## src/fcsp_pkg.sv

```systemverilog
// Purpose: Shared constants for the filler command status and parameter store.
// Assumes: Command, parameter and status words are signed integers (value x1.0).
// Notes:   Status codes are the negative whole numbers of the float codes.
package fcsp_pkg;
   // ------------
   // Word widths
   // ------------
   localparam int WORD_W = 32;
   typedef logic signed [WORD_W-1:0] fcsp_word_t;

   // ------------
   // Command codes
   // ------------
   localparam fcsp_word_t CMD_NONE       = 32'sh0000_0000;
   localparam fcsp_word_t CMD_SAVE_ALL   = 32'sh0000_0011;
   localparam fcsp_word_t CMD_REFILL     = 32'sh0000_0012;
   localparam fcsp_word_t CMD_START_FILL = 32'sh0000_0001;
   localparam fcsp_word_t CMD_TARE       = 32'sh0000_0062;
   localparam fcsp_word_t CMD_ZERO       = 32'sh0000_0063;
   localparam fcsp_word_t CMD_CAL_LOW    = 32'sh0000_0064;
   localparam fcsp_word_t CMD_CAL_HIGH   = 32'sh0000_0065;
   localparam fcsp_word_t CMD_CAL_STORED = 32'sh0000_0066;
   localparam fcsp_word_t CMD_PARAM_WR   = 32'sh0000_0067;
   localparam fcsp_word_t CMD_PARAM_RD   = 32'sh0000_0069;
   localparam fcsp_word_t CMD_DEFAULTS   = 32'sh0000_0094;

   // ------------
   // Status codes
   // ------------
   localparam fcsp_word_t ST_SUCCESS     = 32'sh0000_0000;
   localparam fcsp_word_t ST_BAD_STATE   = -32'sh0000_0001;
   localparam fcsp_word_t ST_RANGE_FAIL  = -32'sh0000_0004;
   localparam fcsp_word_t ST_UNKNOWN_CMD = -32'sh0000_0005;
   localparam fcsp_word_t ST_NO_SENSOR   = -32'sh0000_0006;
   localparam fcsp_word_t ST_CAP_MISMAT  = -32'sh0000_0007;
   localparam fcsp_word_t ST_SPAN_FAIL   = -32'sh0000_0008;
   localparam fcsp_word_t ST_UNKNOWN_PAR = -32'sh0000_0009;

   // ------------
   // Parameter numbers, store size and defaults
   // ------------
   localparam int PAR_N       = 10;
   localparam int PAR_IDX_W   = 4;
   localparam int PAR_VAL_W   = 8;
   localparam logic [PAR_IDX_W-1:0] P_ENABLE  = 4'h1;
   localparam logic [PAR_IDX_W-1:0] P_UNITS   = 4'h2;
   localparam logic [PAR_IDX_W-1:0] P_AVG     = 4'h3;
   localparam logic [PAR_IDX_W-1:0] P_SUPP    = 4'h4;
   localparam logic [PAR_IDX_W-1:0] P_ZTRACK  = 4'h5;
   localparam logic [PAR_IDX_W-1:0] P_SOURCE  = 4'h6;
   localparam logic [PAR_IDX_W-1:0] P_REFILL  = 4'h7;
   localparam logic [PAR_IDX_W-1:0] P_RATE    = 4'h8;
   localparam logic [PAR_IDX_W-1:0] P_MATL    = 4'h9;
   localparam logic [PAR_IDX_W-1:0] P_FRFILT  = 4'ha;
   // Defaults and largest legal values, indexed by parameter number.
   localparam logic [PAR_VAL_W-1:0] DEF_VAL [1:PAR_N] =
      '{8'h01, 8'h03, 8'h0a, 8'h03, 8'h00, 8'h02, 8'h00, 8'h00, 8'h00, 8'h01};
   localparam logic [PAR_VAL_W-1:0] MAX_VAL [1:PAR_N] =
      '{8'h01, 8'h05, 8'hff, 8'h05, 8'h01, 8'h02, 8'h01, 8'h01, 8'h01, 8'h03};
   localparam logic [PAR_VAL_W-1:0] MIN_AVG = 8'h01;

   // ------------
   // Non-volatile commit handshake
   // ------------
   localparam int NV_CYC = 4;
endpackage

```

## src/fcsp_nv_if.sv

```systemverilog
// Purpose: Carries commit requests from the command logic to the storage sequencer.
// Assumes: One clock domain.
// Notes:   Request is a one-cycle pulse; busy stays high while a commit runs.
`timescale 1ns/1ps
`default_nettype none
interface fcsp_nv_if;
   import fcsp_pkg::*;
   logic                 req;
   logic                 isCal;
   logic [PAR_IDX_W-1:0] idx;
   logic [PAR_VAL_W-1:0] val;
   logic                 busy;
   modport src (output req, output isCal, output idx, output val, input busy);
   modport snk (input req, input isCal, input idx, input val, output busy);
endinterface
`default_nettype wire

```

## src/fcsp_cal_check.sv

```systemverilog
// Purpose: Judges the outcome of a calibration command.
// Assumes: Sensor facts come from logic on the same clock.
// Notes:   Purely combinational; the caller registers the result.
`timescale 1ns/1ps
`default_nettype none
module fcsp_cal_check
   import fcsp_pkg::*;
(
   // Command under test
   input  wire logic       isStored,
   input  wire logic       isHigh,
   // Sensor facts
   input  wire logic       sensorFound,
   input  wire logic       capEqual,
   input  wire logic [23:0] spanCounts,
   input  wire logic [23:0] minSpan,
   // Verdict
   output var  fcsp_word_t status
);
   // Picks the failure code for the calibration type, or success.
   always_comb
   begin
      status = ST_SUCCESS;
      if (isStored)
      begin
         if (!sensorFound)
            status = ST_NO_SENSOR;
         else if (!capEqual)
            status = ST_CAP_MISMAT;
      end
      else if (isHigh && spanCounts < minSpan)
         status = ST_SPAN_FAIL;
   end
endmodule
`default_nettype wire

```

## src/fcsp_nv_commit.sv

```systemverilog
// Purpose: Drives one commit of a parameter or calibration to non-volatile storage.
// Assumes: Storage accepts a write strobe and completes it within the fixed NV_CYC-cycle busy window.
// Notes:   A request while busy is dropped; the command logic never issues one then.
`timescale 1ns/1ps
`default_nettype none
module fcsp_nv_commit
   import fcsp_pkg::*;
(
   // Clock and reset
   input  wire logic       core_clk,
   input  wire logic       sys_rst,
   // Request side
   fcsp_nv_if.snk          nv,
   // Storage side
   output var  logic       wrStb,
   output var  logic       wrCal,
   output var  logic [PAR_IDX_W-1:0] wrIdx,
   output var  logic [PAR_VAL_W-1:0] wrVal
);
   logic [2:0] cnt_r;

   // ------------
   // Commit sequencing
   // ------------
   // Latches the request and holds busy for a fixed commit window.
   always_ff @(posedge core_clk)
   begin
      if (sys_rst)
      begin
         cnt_r <= 3'h0;
         wrStb <= 1'b0;
         wrCal <= 1'b0;
         wrIdx <= '0;
         wrVal <= '0;
      end
      else if (nv.req && cnt_r == 3'h0)
      begin
         cnt_r <= 3'(NV_CYC);
         wrStb <= 1'b1;
         wrCal <= nv.isCal;
         wrIdx <= nv.idx;
         wrVal <= nv.val;
      end
      else
      begin
         wrStb <= 1'b0;
         if (cnt_r != 3'h0)
            cnt_r <= cnt_r - 3'h1;
      end
   end

   assign nv.busy = (cnt_r != 3'h0);
endmodule
`default_nettype wire

```

## src/fcsp_top.sv

```systemverilog
// Purpose: Command interpreter and parameter store of a weighing filler channel.
// Assumes: Host words arrive from logic on core_clk; cmdStrobe marks a new command.
// Notes:   Summary of operation follows.
// Summary of operation
// - Every command returns its echo and a status word.
// - Successful command reports status zero.
// - Fill start while refilling, or refill while filling, gets status -1.
// - Stored-data calibration: no sensors gives -6, unequal capacities gives -7.
// - High calibration step with too small count span gives -8.
// - Parameter write takes number from word 1, value from word 2.
// - Parameter changed by command is committed to storage unless another write comes before its commit starts.
// - Successful calibration is stored automatically.
// - Parameter 1 enables the channel, default on.
// - Parameter 2 selects weight unit 0..5, default kilograms.
// - Parameter 3 averages 1..255 samples, default 10.
// - Parameter 5 enables zero tracking, default off.
// - Parameter 6 selects weight source 0..2, default 2.
// - Auto refill starts when next dispense would fall below start weight.
// - Auto refill ends when weight reaches stop weight.
// - Auto refill only in single relay mode.
// - Parameter 7 zero means manual refill by host command.
// - Parameter 8 selects 145Hz or 95Hz reading rate, default 145Hz.
// - Parameter 9 selects material compensation, default liquids.
// - Parameter 10 selects flow-rate input 0..3, default adaptive.
// - Parameter read returns value in input word 2.
`timescale 1ns/1ps
`default_nettype none
module fcsp_top
   import fcsp_pkg::*;
(
   // Clock and reset
   input  wire logic                 core_clk,
   input  wire logic                 sys_rst,
   // Host output table
   input  wire logic                 cmdStrobe,
   input  wire fcsp_pkg::fcsp_word_t cmdWord,
   input  wire fcsp_pkg::fcsp_word_t parNum,
   input  wire fcsp_pkg::fcsp_word_t parVal,
   // Host input table
   output var  fcsp_pkg::fcsp_word_t echoWord,
   output var  fcsp_pkg::fcsp_word_t statusWord,
   output var  fcsp_pkg::fcsp_word_t readWord,
   output var  logic                 replyValid,
   // Weighing process facts
   input  wire logic                 singleRelay,
   input  wire logic [23:0]          weightNow,
   input  wire logic [23:0]          doseSize,
   input  wire logic [23:0]          startRefillWt,
   input  wire logic [23:0]          stopRefillWt,
   input  wire logic                 fillDone,
   // Calibration facts
   input  wire logic                 sensorFound,
   input  wire logic                 capEqual,
   input  wire logic [23:0]          spanCounts,
   input  wire logic [23:0]          minSpan,
   // Process control outputs
   output var  logic                 filling,
   output var  logic                 refilling,
   output var  logic                 calDone,
   // Parameter outputs
   output var  logic                 chanEnable,
   output var  logic [2:0]           weightUnit,
   output var  logic [7:0]           sampleAverageDepth,
   output var  logic [2:0]           suppressSel,
   output var  logic                 zeroTrackEn,
   output var  logic [1:0]           weightSource,
   output var  logic                 autoRefillEn,
   output var  logic                 slowRate,
   output var  logic                 coarseMaterial,
   output var  logic [1:0]           flowRateSel,
   // Non-volatile storage port
   output var  logic                 nvWrStb,
   output var  logic                 nvWrCal,
   output var  logic [PAR_IDX_W-1:0] nvWrIdx,
   output var  logic [PAR_VAL_W-1:0] nvWrVal
);
   // ------------
   // Storage
   // ------------
   logic [PAR_VAL_W-1:0] par_r [1:PAR_N];
   fcsp_nv_if            nv ();
   fcsp_word_t           calStatus;
   logic                 isStoredCal;
   logic                 isHighCal;
   logic                 parKnown;
   logic                 valOk;
   logic [PAR_IDX_W-1:0] pIdx;
   logic [PAR_VAL_W-1:0] pVal;
   fcsp_word_t           status_nxt;
   logic                 doWrite;
   logic                 doDefaults;
   logic                 doCal;
   logic                 saveAll_r;
   logic [PAR_IDX_W-1:0] saveIdx_r;
   logic                 nvReq;
   logic                 nvCal;
   logic [PAR_IDX_W-1:0] nvIdx;
   logic [PAR_VAL_W-1:0] nvVal;
   logic                 pendCal_r;
   logic                 pendPar_r;
   logic [PAR_IDX_W-1:0] pendIdx_r;
   logic [24:0]          refillAt;

   // Flags the two calibration commands that can fail on sensor facts.
   assign isStoredCal = (cmdWord == CMD_CAL_STORED);
   assign isHighCal   = (cmdWord == CMD_CAL_HIGH);

   // One bit wider so that a high start level plus a dose cannot wrap.
   assign refillAt = 25'(startRefillWt) + 25'(doseSize);

   // ------------
   // Calibration verdict
   // ------------
   // Judges the sensor facts for the calibration command now presented.
   fcsp_cal_check u_cal (
      .isStored    (isStoredCal),
      .isHigh      (isHighCal),
      .sensorFound (sensorFound),
      .capEqual    (capEqual),
      .spanCounts  (spanCounts),
      .minSpan     (minSpan),
      .status      (calStatus)
   );

   // ------------
   // Parameter number and value checks
   // ------------
   // Word 1 names the parameter and word 2 carries the value.
   always_comb
   begin
      pIdx     = parNum[PAR_IDX_W-1:0];
      pVal     = parVal[PAR_VAL_W-1:0];
      parKnown = (parNum >= 32'sh1) && (parNum <= 32'(PAR_N));
      valOk    = 1'b0;
      if (parKnown && parVal >= 32'sh0 && parVal <= 32'(MAX_VAL[pIdx]))
         valOk = (pIdx != P_AVG) || (pVal >= MIN_AVG);
   end

   // ------------
   // Command decode
   // ------------
   // Chooses the status and the store action for the current command.
   always_comb
   begin
      status_nxt = ST_SUCCESS;
      doWrite    = 1'b0;
      doDefaults = 1'b0;
      doCal      = 1'b0;
      if (cmdWord == CMD_PARAM_WR)
      begin
         if (!parKnown)
            status_nxt = ST_UNKNOWN_PAR;
         else if (!valOk)
            status_nxt = ST_RANGE_FAIL;
         else
            doWrite = 1'b1;
      end
      else if (cmdWord == CMD_PARAM_RD)
      begin
         if (!parKnown)
            status_nxt = ST_UNKNOWN_PAR;
      end
      else if (cmdWord == CMD_START_FILL)
      begin
         if (refilling)
            status_nxt = ST_BAD_STATE;
      end
      else if (cmdWord == CMD_REFILL)
      begin
         if (filling)
            status_nxt = ST_BAD_STATE;
      end
      else if (cmdWord == CMD_CAL_LOW || isHighCal || isStoredCal)
      begin
         status_nxt = calStatus;
         doCal      = (calStatus == ST_SUCCESS);
      end
      else if (cmdWord == CMD_DEFAULTS)
         doDefaults = 1'b1;
      else if (cmdWord == CMD_SAVE_ALL || cmdWord == CMD_TARE || cmdWord == CMD_ZERO
               || cmdWord == CMD_NONE)
         status_nxt = ST_SUCCESS;
      else
         status_nxt = ST_UNKNOWN_CMD;
   end

   // ------------
   // Reply words
   // ------------
   // Echo and status are loaded together for every command.
   always_ff @(posedge core_clk)
   begin
      if (sys_rst)
      begin
         echoWord   <= '0;
         statusWord <= ST_SUCCESS;
         readWord   <= '0;
         replyValid <= 1'b0;
      end
      else
      begin
         replyValid <= cmdStrobe;
         if (cmdStrobe)
         begin
            echoWord   <= cmdWord;
            statusWord <= status_nxt;
            if (cmdWord == CMD_PARAM_RD && parKnown)
               readWord <= {24'h0, par_r[pIdx]};
         end
      end
   end

   // ------------
   // Parameter store
   // ------------
   // Rejected writes leave the store untouched.
   always_ff @(posedge core_clk)
   begin
      if (sys_rst || (cmdStrobe && doDefaults))
      begin
         for (int i = 1; i <= PAR_N; i++)
            par_r[i] <= DEF_VAL[i];
      end
      else if (cmdStrobe && doWrite)
         par_r[pIdx] <= pVal;
   end

   // ------------
   // Parameter outputs
   // ------------
   // Each field is registered from the store so outputs come from flops.
   always_ff @(posedge core_clk)
   begin
      chanEnable         <= par_r[P_ENABLE][0];
      weightUnit         <= par_r[P_UNITS][2:0];
      sampleAverageDepth <= par_r[P_AVG];
      suppressSel        <= par_r[P_SUPP][2:0];
      zeroTrackEn        <= par_r[P_ZTRACK][0];
      weightSource       <= par_r[P_SOURCE][1:0];
      autoRefillEn       <= par_r[P_REFILL][0] && singleRelay;
      slowRate           <= par_r[P_RATE][0];
      coarseMaterial     <= par_r[P_MATL][0];
      flowRateSel        <= par_r[P_FRFILT][1:0];
   end

   // ------------
   // Fill and refill state
   // ------------
   // Fill runs until fillDone; refill is manual or automatic.
   always_ff @(posedge core_clk)
   begin
      if (sys_rst)
      begin
         filling   <= 1'b0;
         refilling <= 1'b0;
      end
      else
      begin
         if (cmdStrobe && cmdWord == CMD_START_FILL && !refilling)
            filling <= 1'b1;
         else if (fillDone)
            filling <= 1'b0;
         if (cmdStrobe && cmdWord == CMD_REFILL && !filling)
            refilling <= 1'b1;
         else if (!filling && !refilling && autoRefillEn
                  && 25'(weightNow) < refillAt)
            refilling <= 1'b1;
         else if (refilling && weightNow >= stopRefillWt)
            refilling <= 1'b0;
      end
   end

   // ------------
   // Commit scheduling
   // ------------
   // Changes wait here while a previous commit is still in flight.
   always_ff @(posedge core_clk)
   begin
      if (sys_rst)
      begin
         pendCal_r <= 1'b0;
         pendPar_r <= 1'b0;
         pendIdx_r <= '0;
         saveAll_r <= 1'b0;
         saveIdx_r <= '0;
         calDone   <= 1'b0;
      end
      else
      begin
         calDone <= cmdStrobe && doCal;
         if (cmdStrobe && doCal)
            pendCal_r <= 1'b1;
         else if (nvReq && nvCal)
            pendCal_r <= 1'b0;
         if (cmdStrobe && doWrite)
         begin
            pendPar_r <= 1'b1;
            pendIdx_r <= pIdx;
         end
         else if (nvReq && !nvCal && !saveAll_r)
            pendPar_r <= 1'b0;
         if (cmdStrobe && (doDefaults || cmdWord == CMD_SAVE_ALL))
         begin
            saveAll_r <= 1'b1;
            saveIdx_r <= 4'h1;
         end
         else if (nvReq && !nvCal && saveAll_r)
         begin
            if (saveIdx_r == 4'(PAR_N))
               saveAll_r <= 1'b0;
            saveIdx_r <= saveIdx_r + 4'h1;
         end
      end
   end

   // Picks the next commit: calibration first, then bulk save, then single.
   always_comb
   begin
      nvReq = !nv.busy && (pendCal_r || saveAll_r || pendPar_r);
      nvCal = pendCal_r;
      nvIdx = saveAll_r ? saveIdx_r : pendIdx_r;
      nvVal = pendCal_r ? '0 : par_r[nvIdx];
   end

   // Hands the chosen commit to the storage sequencer.
   assign nv.req   = nvReq;
   assign nv.isCal = nvCal;
   assign nv.idx   = nvIdx;
   assign nv.val   = nvVal;

   // Runs one commit at a time and reports busy meanwhile.
   fcsp_nv_commit u_nv (
      .core_clk (core_clk),
      .sys_rst  (sys_rst),
      .nv       (nv),
      .wrStb    (nvWrStb),
      .wrCal    (nvWrCal),
      .wrIdx    (nvWrIdx),
      .wrVal    (nvWrVal)
   );
endmodule
`default_nettype wire

```

## config.mk

```make
export PLATFORM = sky130hd
export DESIGN_NAME = fcsp_top
export DESIGN_NICKNAME = d
export VERILOG_FILES = /design/src/fcsp_pkg.sv /design/src/fcsp_nv_if.sv /design/src/fcsp_cal_check.sv /design/src/fcsp_nv_commit.sv /design/src/fcsp_top.sv
export SDC_FILE = /design/constraint.sdc
export NUM_CORES = 1
export LEC_CHECK = 0
export ABC_CLOCK_PERIOD_IN_PS = 4290
export BUFFER_PORTS_ARGS = -buffer_cell sky130_fd_sc_hd__buf_2
export CAP_MARGIN = 20
export CELL_PAD_IN_SITES_DETAIL_PLACEMENT = 1
export CELL_PAD_IN_SITES_GLOBAL_PLACEMENT = 1
export CORE_MARGIN = 2
export CORE_UTILIZATION = 37
export CTS_CLUSTER_SIZE = 14
export DETAILED_ROUTE_END_ITERATION = 12
export MAX_ROUTING_LAYER = met4
export PLACE_DENSITY = 0.82
export SLEW_MARGIN = 20
export SYNTH_ARGS = -nofsm -noshare
export SYNTH_HDL_FRONTEND = slang
export SYNTH_SLANG_ARGS = --single-unit
```

## constraint.sdc

```tcl
create_clock -name core_clk -period 4.29 [get_ports core_clk]
set_clock_uncertainty 0.2 [all_clocks]
set_input_delay 0.6435 -clock core_clk [delete_from_list [all_inputs] [get_ports core_clk]]
set_output_delay 0.6435 -clock core_clk [all_outputs]
set_load 0.01 [all_outputs]
```

### Word level (Yosys, flattened, before mapping)

Memory sizes are Yosys's and may differ from the RTL's. A register that Yosys moved wholly into a read port is not among the register bits.
Cells that the tools add are included.

* bits of input ports: 247
* bits in writable memories: 80
* ROM bits: 128
* output and inout port bits: 137
* word-level logic and storage cells: 162
* memories: 2
* bits in registers: 97

* reductions and logical operators: 55
* multiplexer cells: 60
* equal/unequal tests: 13
* $lt $le $gt $ge: 9
* add/subtract/negate cells: 3
* bitwise gates (word level): 1

Memories
* (name not given): depth 16, width 8, rd ports 1, clocked after memory_dff 0, wr ports 0, RTL line fcsp_top.sv:135 `if (parKnown && parVal >= 32'sh0 && parVal <= 32'(MAX_VAL[pIdx]))`
* par_r: depth 10, width 8, rd ports 12, clocked after memory_dff 10, wr ports 10, RTL line fcsp_top.sv:80 `logic [PAR_VAL_W-1:0] par_r [1:PAR_N];`

Operators with widths (count)
* two-way mux 32 bit: 16
* equality test 32 x 8 -> 1 bit (second input constant): 7
* equality test 32 x 6 -> 1 bit (second input constant): 2
* logical NOT 32 bit: 2
* two-way mux 1 bit: 36
* equality test 32 x 2 -> 1 bit (second input constant): 1
* equality test 32 x 9 -> 1 bit (second input constant): 1
* >= comparator 32 x 1 -> 1 bit (second input constant): 1
* >= comparator 32 x 2 -> 1 bit (second input constant): 1
* <= comparator 32 x 5 -> 1 bit (second input constant): 1
* <= comparator 32 x 8 -> 1 bit: 1
* two-way mux 8 bit: 4
* adder 24 x 24 -> 25 bit: 1
* less-than comparator 24 x 25 -> 1 bit: 1
* >= comparator 24 bit: 1
* logical AND 1 bit: 24
* less-than comparator 24 bit: 1
* nonzero test 2 bit: 6
* logical OR 1 bit: 10
* >= comparator 8 x 1 -> 1 bit (second input constant): 1
* two-way mux 4 bit: 2
* OR reduction 8 bit: 1
* two-way mux 3 bit: 2
* nonzero test 3 bit: 2
* 10 further kinds: 16

### Logic depth before layout (Yosys ltp)

* depth in word-level cells: 16
* depth in mapped cells: 20
* mapped depth without buffers: 20

### Cells and area by module

From an unflattened synthesis, not the netlist that was laid out.

* cell total of the unflattened synthesis: 1610
* area, all modules: 15541.2 um2

By module, submodules not included
* fcsp_top: cells an instance 1413, seq. area each 6045.8 um2, area each 14047.2 um2, instances 1
* fcsp_cal_check: cells an instance 120, seq. area each 0.0 um2, area each 835.8 um2, instances 1
* fcsp_nv_commit: cells an instance 77, seq. area each 340.3 um2, area each 658.1 um2, instances 1

### Worst setup path after synthesis

Ideal clock, no wire load.

* path type: input-to-reg
* start point: in parNum[1]
* end point: mem par_r[5][0] (enable)
* cell stages on the path: 14
* data required time: 3706 ps
* arrival: 3900 ps
* setup slack: -194 ps
* library setup time: 384 ps
* buffers on the path: 2
* path through: buf_1 clkbuf_1 nand2b_1 o21ai_0 nand2b_1 ha_1 nand3_1 a21oi_1 o31ai_1 a21oi_1 nor4_4 and2_4 nand3b_4 o21ai_0

RTL lines
* from (decl): RTL line fcsp_top.sv:37 `input wire fcsp_pkg::fcsp_word_t parNum,`
* to (decl): RTL line fcsp_top.sv:80

### Worst setup path in the final report

* start point: in doseSize[0]
* end point: reg refilling

* cells in the longest elaborated chain, start to end: 5
* elaborated cells on any way between the ends: 6
* those cells by class: add/sub: 1; order compare: 1; mux: 2; reduce/logical: 2

RTL lines
* from (decl): RTL line fcsp_top.sv:47 `input wire logic [23:0] doseSize,`
* adder 24 x 24 -> 25 bit *: RTL line fcsp_top.sv:109 `assign refillAt = 25'(startRefillWt) + 25'(doseSize);`
* less-than comparator 24 x 25 -> 1 bit *: RTL line fcsp_top.sv:266 `&& 25'(weightNow) < refillAt)`
* logical AND 1 bit *: RTL line fcsp_top.sv:266
* two-way mux 1 bit: RTL line fcsp_top.sv:265 `else if (!filling && !refilling && autoRefillEn`
* two-way mux 1 bit: RTL line fcsp_top.sv:263 `if (cmdStrobe && cmdWord == CMD_REFILL && !filling)`
* to (signal assigned): RTL line fcsp_top.sv:264 `refilling <= 1'b1;`
* to (signal assigned): RTL line fcsp_top.sv:267 `refilling <= 1'b1;`
* to (signal assigned): RTL line fcsp_top.sv:269 `refilling <= 1'b0;`
* to (decl): RTL line fcsp_top.sv:58 `output var logic refilling,`

Mark *: on every way between the ends. The rest lies on a longest branch, timed or not.
A chain may end at the register's enable or synchronous reset.

==> impl_metrics.toml <==
[run_status]
outcome = "completed"

[sta]
max_clock_freq_mhz = 253
worstMarginPinSlew_ps = 963
worst_slew_margin_rel = 0.345
hold_ws_ps = 132
setup-tns-final_ps = 0
period_minus_slack_ps = 3960
grt_setup_unrepaired = "false"
pins_over_their_slew_limit = 0
report.final.hold_viol_count = 0
setup_viol = 0
post-route-period-util = 0.923

[yosys]
synth_simple_gate_area_share = 0.142
synthXorXnorAreaFrac = 0.0180
netlist_instances = 1203
avgSynthCellArea_um2 = 11.3
synth.ff_latch_count = 228
ys.warnings.count = 0
synth.yosys.seq_area_share = 0.430
synth_top_family_by_area = "multiplexers"
synth_top_flop_cell = "edfxtp_1"
yosys.area_share.adder = 0.0990
mapped_area_um2 = 13600
synth.area.mux_share = 0.161
synth_edf_count = 128
async_flop_share = 0
yosysUniqueCellTypes = 67
synthesized_area_fraction_occupied_by_ao_oa_aoi_and_oai_cells = 0.0884

[routing]
num_vias = 11100
ant_nets = 0
detailedRoute.firstIterationViolations = 621
route.final.wire_length_mm = 44.2
average_wire_per_cell_in_the_routed_design_um = 21.0
vias_per_cell = 5.27
drc = 0
firstDrtPassIters = 6

[global_routing]
gr-usage-all-layers = 0.232
grt_antenna_before_repair = 4
grt_first_pass_wirelength_mm = 67.1
grt_max_degree = 42
vias_in_the_first_global_route = 11600
grt_remaining_overflow = 0

[worst_setup_path]
worst-endpoint-arrival_ps = 4160
worstSetupPathType = "in2reg"
worst_path_dominant_cell_family = "compound AO/OA/AOI/OAI gates"
path_cells = "buf_2 -> ha_1 -> fa_1 -> a21oi_2 -> o311a_1 -> o311ai_1 -> nor2_1 -> o21ai_0 -> a31oi_1 -> xor2_1 -> ha_1 -> nand4_1 -> a2111oi_0 -> a21oi_1 -> o21ai_1 -> a21boi_1 -> or4_1"
timing.reg2reg.setup_slack_ps = 830
slowest_delay_ps = 430
worstSetupEndpointType = "register"
crit_buf_inv = 1
cp.required_ps = 4490
timing.critical_path.fanout_max = 2
crit_top_cell = "ha_1"
setup.worst_path.start_class = "input port"
critical_path.slowest_cell = "a2111oi_0"

[power_and_ir_drop]
netSwitchingFraction = 0.273
netSwitchingPower_mw = 1.55
comb_power_share = 0.189
p_leak_nw = 7.72
sequential_group_share_of_total_power = 0.444
worst_ir_drop_vdd_mv = 0.236
clock_network_fraction_of_total_power = 0.367
power_density_cells_nw_per_um2 = 335
power_mw = 5.67
intPower_mw = 4.12

[cts]
tritoncts = "done"
clkSlewWorstSetupHoldPaths_ps = 60
cts-root-to-sink-buffers = 3
cts.sink_count = 228
postCtsHoldBufs = 0
tritoncts.num_buffers = 25
insertion_delay_to_the_later_sink_of_the_worst_skew_pair_ps = 540
cts-root-buf = "clkbuf_16"
number_of_h_tree_levels = 1

[layout]
final_cell_count_no_fill = 2105
final_core_utilization = 0.465
final_common_cell = "buf_2"
filler_cell_count = 4114
leading_cell_types_in_the_layout_fill_and_taps_excluded = "359 x buf_2, 128 x edfxtp_1, 106 x ha_1"
fin_nets = 1969
syn2layout_area_growth_pct = 24.6
final_layout_size_suffix_gt1_frac = 0.334

[placed_design]
count_of_input_and_output_buffers = 359
dpl.hpwl_mm = 34.7
place_congestion = 0.874
place.detailed.instances = 2056

[worst_hold_path]
min_path_type = "in2reg"

[flow_run]
drv_cap = 0

[floorplanning]
pin_count = 384
rows = 70
fp.dieArea_um2 = 38300
floorplan.initialDensity = 0.373
core-area_um2 = 36400
die_w_um = 196
die_y_um = 196
## Yosys cell counts (18+ instances only)
| cell type | instances | area share |
|---|---|---|
| buf_4 | 54 | 0.030 |
| dfxtp_1 | 100 | 0.15 |
| nand2b_1 | 21 | 0.0097 |
| clkbuf_1 | 30 | 0.0083 |
| nor4_1 | 25 | 0.012 |
| inv_1 | 66 | 0.018 |
| and2_1 | 68 | 0.031 |
| ha_1 | 106 | 0.098 |
| edfxtp_1 | 128 | 0.28 |
| nor2_1 | 96 | 0.027 |
| mux2i_1 | 57 | 0.042 |
| nor2b_1 | 19 | 0.0087 |
| a21oi_1 | 51 | 0.019 |
| a21o_1 | 26 | 0.014 |
| nand2_1 | 46 | 0.013 |
| mux4_2 | 72 | 0.12 |
| o21ai_0 | 44 | 0.016 |
| a211oi_1 | 18 | 0.0099 |
## per-stage QoR
step                area [um^2]  setup slack (ps)
CTS                       16900               118
global placement          16100              -273
detailed placement        16100              -435
global route              16900              27.1
floorplan                 13900              -194
finish                    16900               331
## flip-flops by register name, indices dropped and copies added (netlist names), 2 cells and up
register            cells
pendIdx_r               4
flowRateSel             2
u_nv.cnt_r              3
suppressSel             3
u_nv.wrIdx              4
saveIdx_r               4
weightUnit              3
weightSource            2
u_nv.wrVal              8
sampleAverageDepth      8
statusWord              5
par_r                 128
readWord                8
echoWord               32
## logic make-up (layout without fill, tap and decap cells)
| family | Yosys count | in the layout |
|---|---|---|
| AO/OA/AOI/OAI | 188 | 188 |
| AND/OR/NAND/NOR | 356 | 356 |
| adder cells (fa/ha/maj) | 107 | 107 |
| other | 1 | 76 |
| multiplexers | 129 | 129 |
| XOR/XNOR | 28 | 28 |
| flip-flops | 228 | 228 |
| buffers and inverters | 166 | 525 |
## final cells by class
| type | count | area (um^2) | share of cell area |
|---|---|---|---|
| diodes | 4 | 10.0 | 0.000591 |
| clock buffers | 36 | 727 | 0.0429 |
| clock inverters | 9 | 67.6 | 0.00399 |
| inverters | 68 | 255 | 0.0151 |
| multi-input cells | 880 | 7240 | 0.427 |
| flip-flops and latches | 228 | 5850 | 0.345 |
| well taps | 468 | 586 | 0.0346 |
| repair buffers | 412 | 2210 | 0.130 |
## power groups by stage
| stage | sequential [mW] | combinational (mW) | clock [mW] |
|---|---|---|---|
| after floorplan | 2.54 | 0.663 | 0 |
| after global placement | 2.54 | 1.02 | 0 |
| after detailed placement | 2.56 | 1.06 | 0 |
| after CTS | 2.52 | 1.06 | 2.11 |
| after global routing | 2.53 | 1.19 | 2.20 |
| final | 2.52 | 1.07 | 2.08 |
## per-layer routing
layer | vias up | track usage | part of all wire
met1 | 5488 | 0.282 | 0.41
met2 | 361 | 0.400 | 0.50
met5 | - | - | 0
met4 | 0 | 0.0687 | 0.031
li1 | 5165 | - | -
met3 | 77 | 0.0346 | 0.055
## what timing repair did
item / CTS / global route
buffers inserted: 0 / 0
gates resized for setup: 0 / 8
setup endpoints to repair: 0 / 1
## final timing paths
check / to / start / cells past startpoint
setup reg to reg: u_nv.wrVal[2]$_SDFFE_PP0P_ / saveAll_r$_SDFFE_PP0P_ / 6
hold reg to reg: coarseMaterial$_DFF_P_ / par_r[9][0]$_SDFFCE_PN0P_ / 0
setup / recovery: refilling$_SDFFE_PP0P_ / doseSize[0] / 17
hold / removal: autoRefillEn$_DFF_P_ / singleRelay / 2
Note: power is estimated with default switching activity, not from simulation.
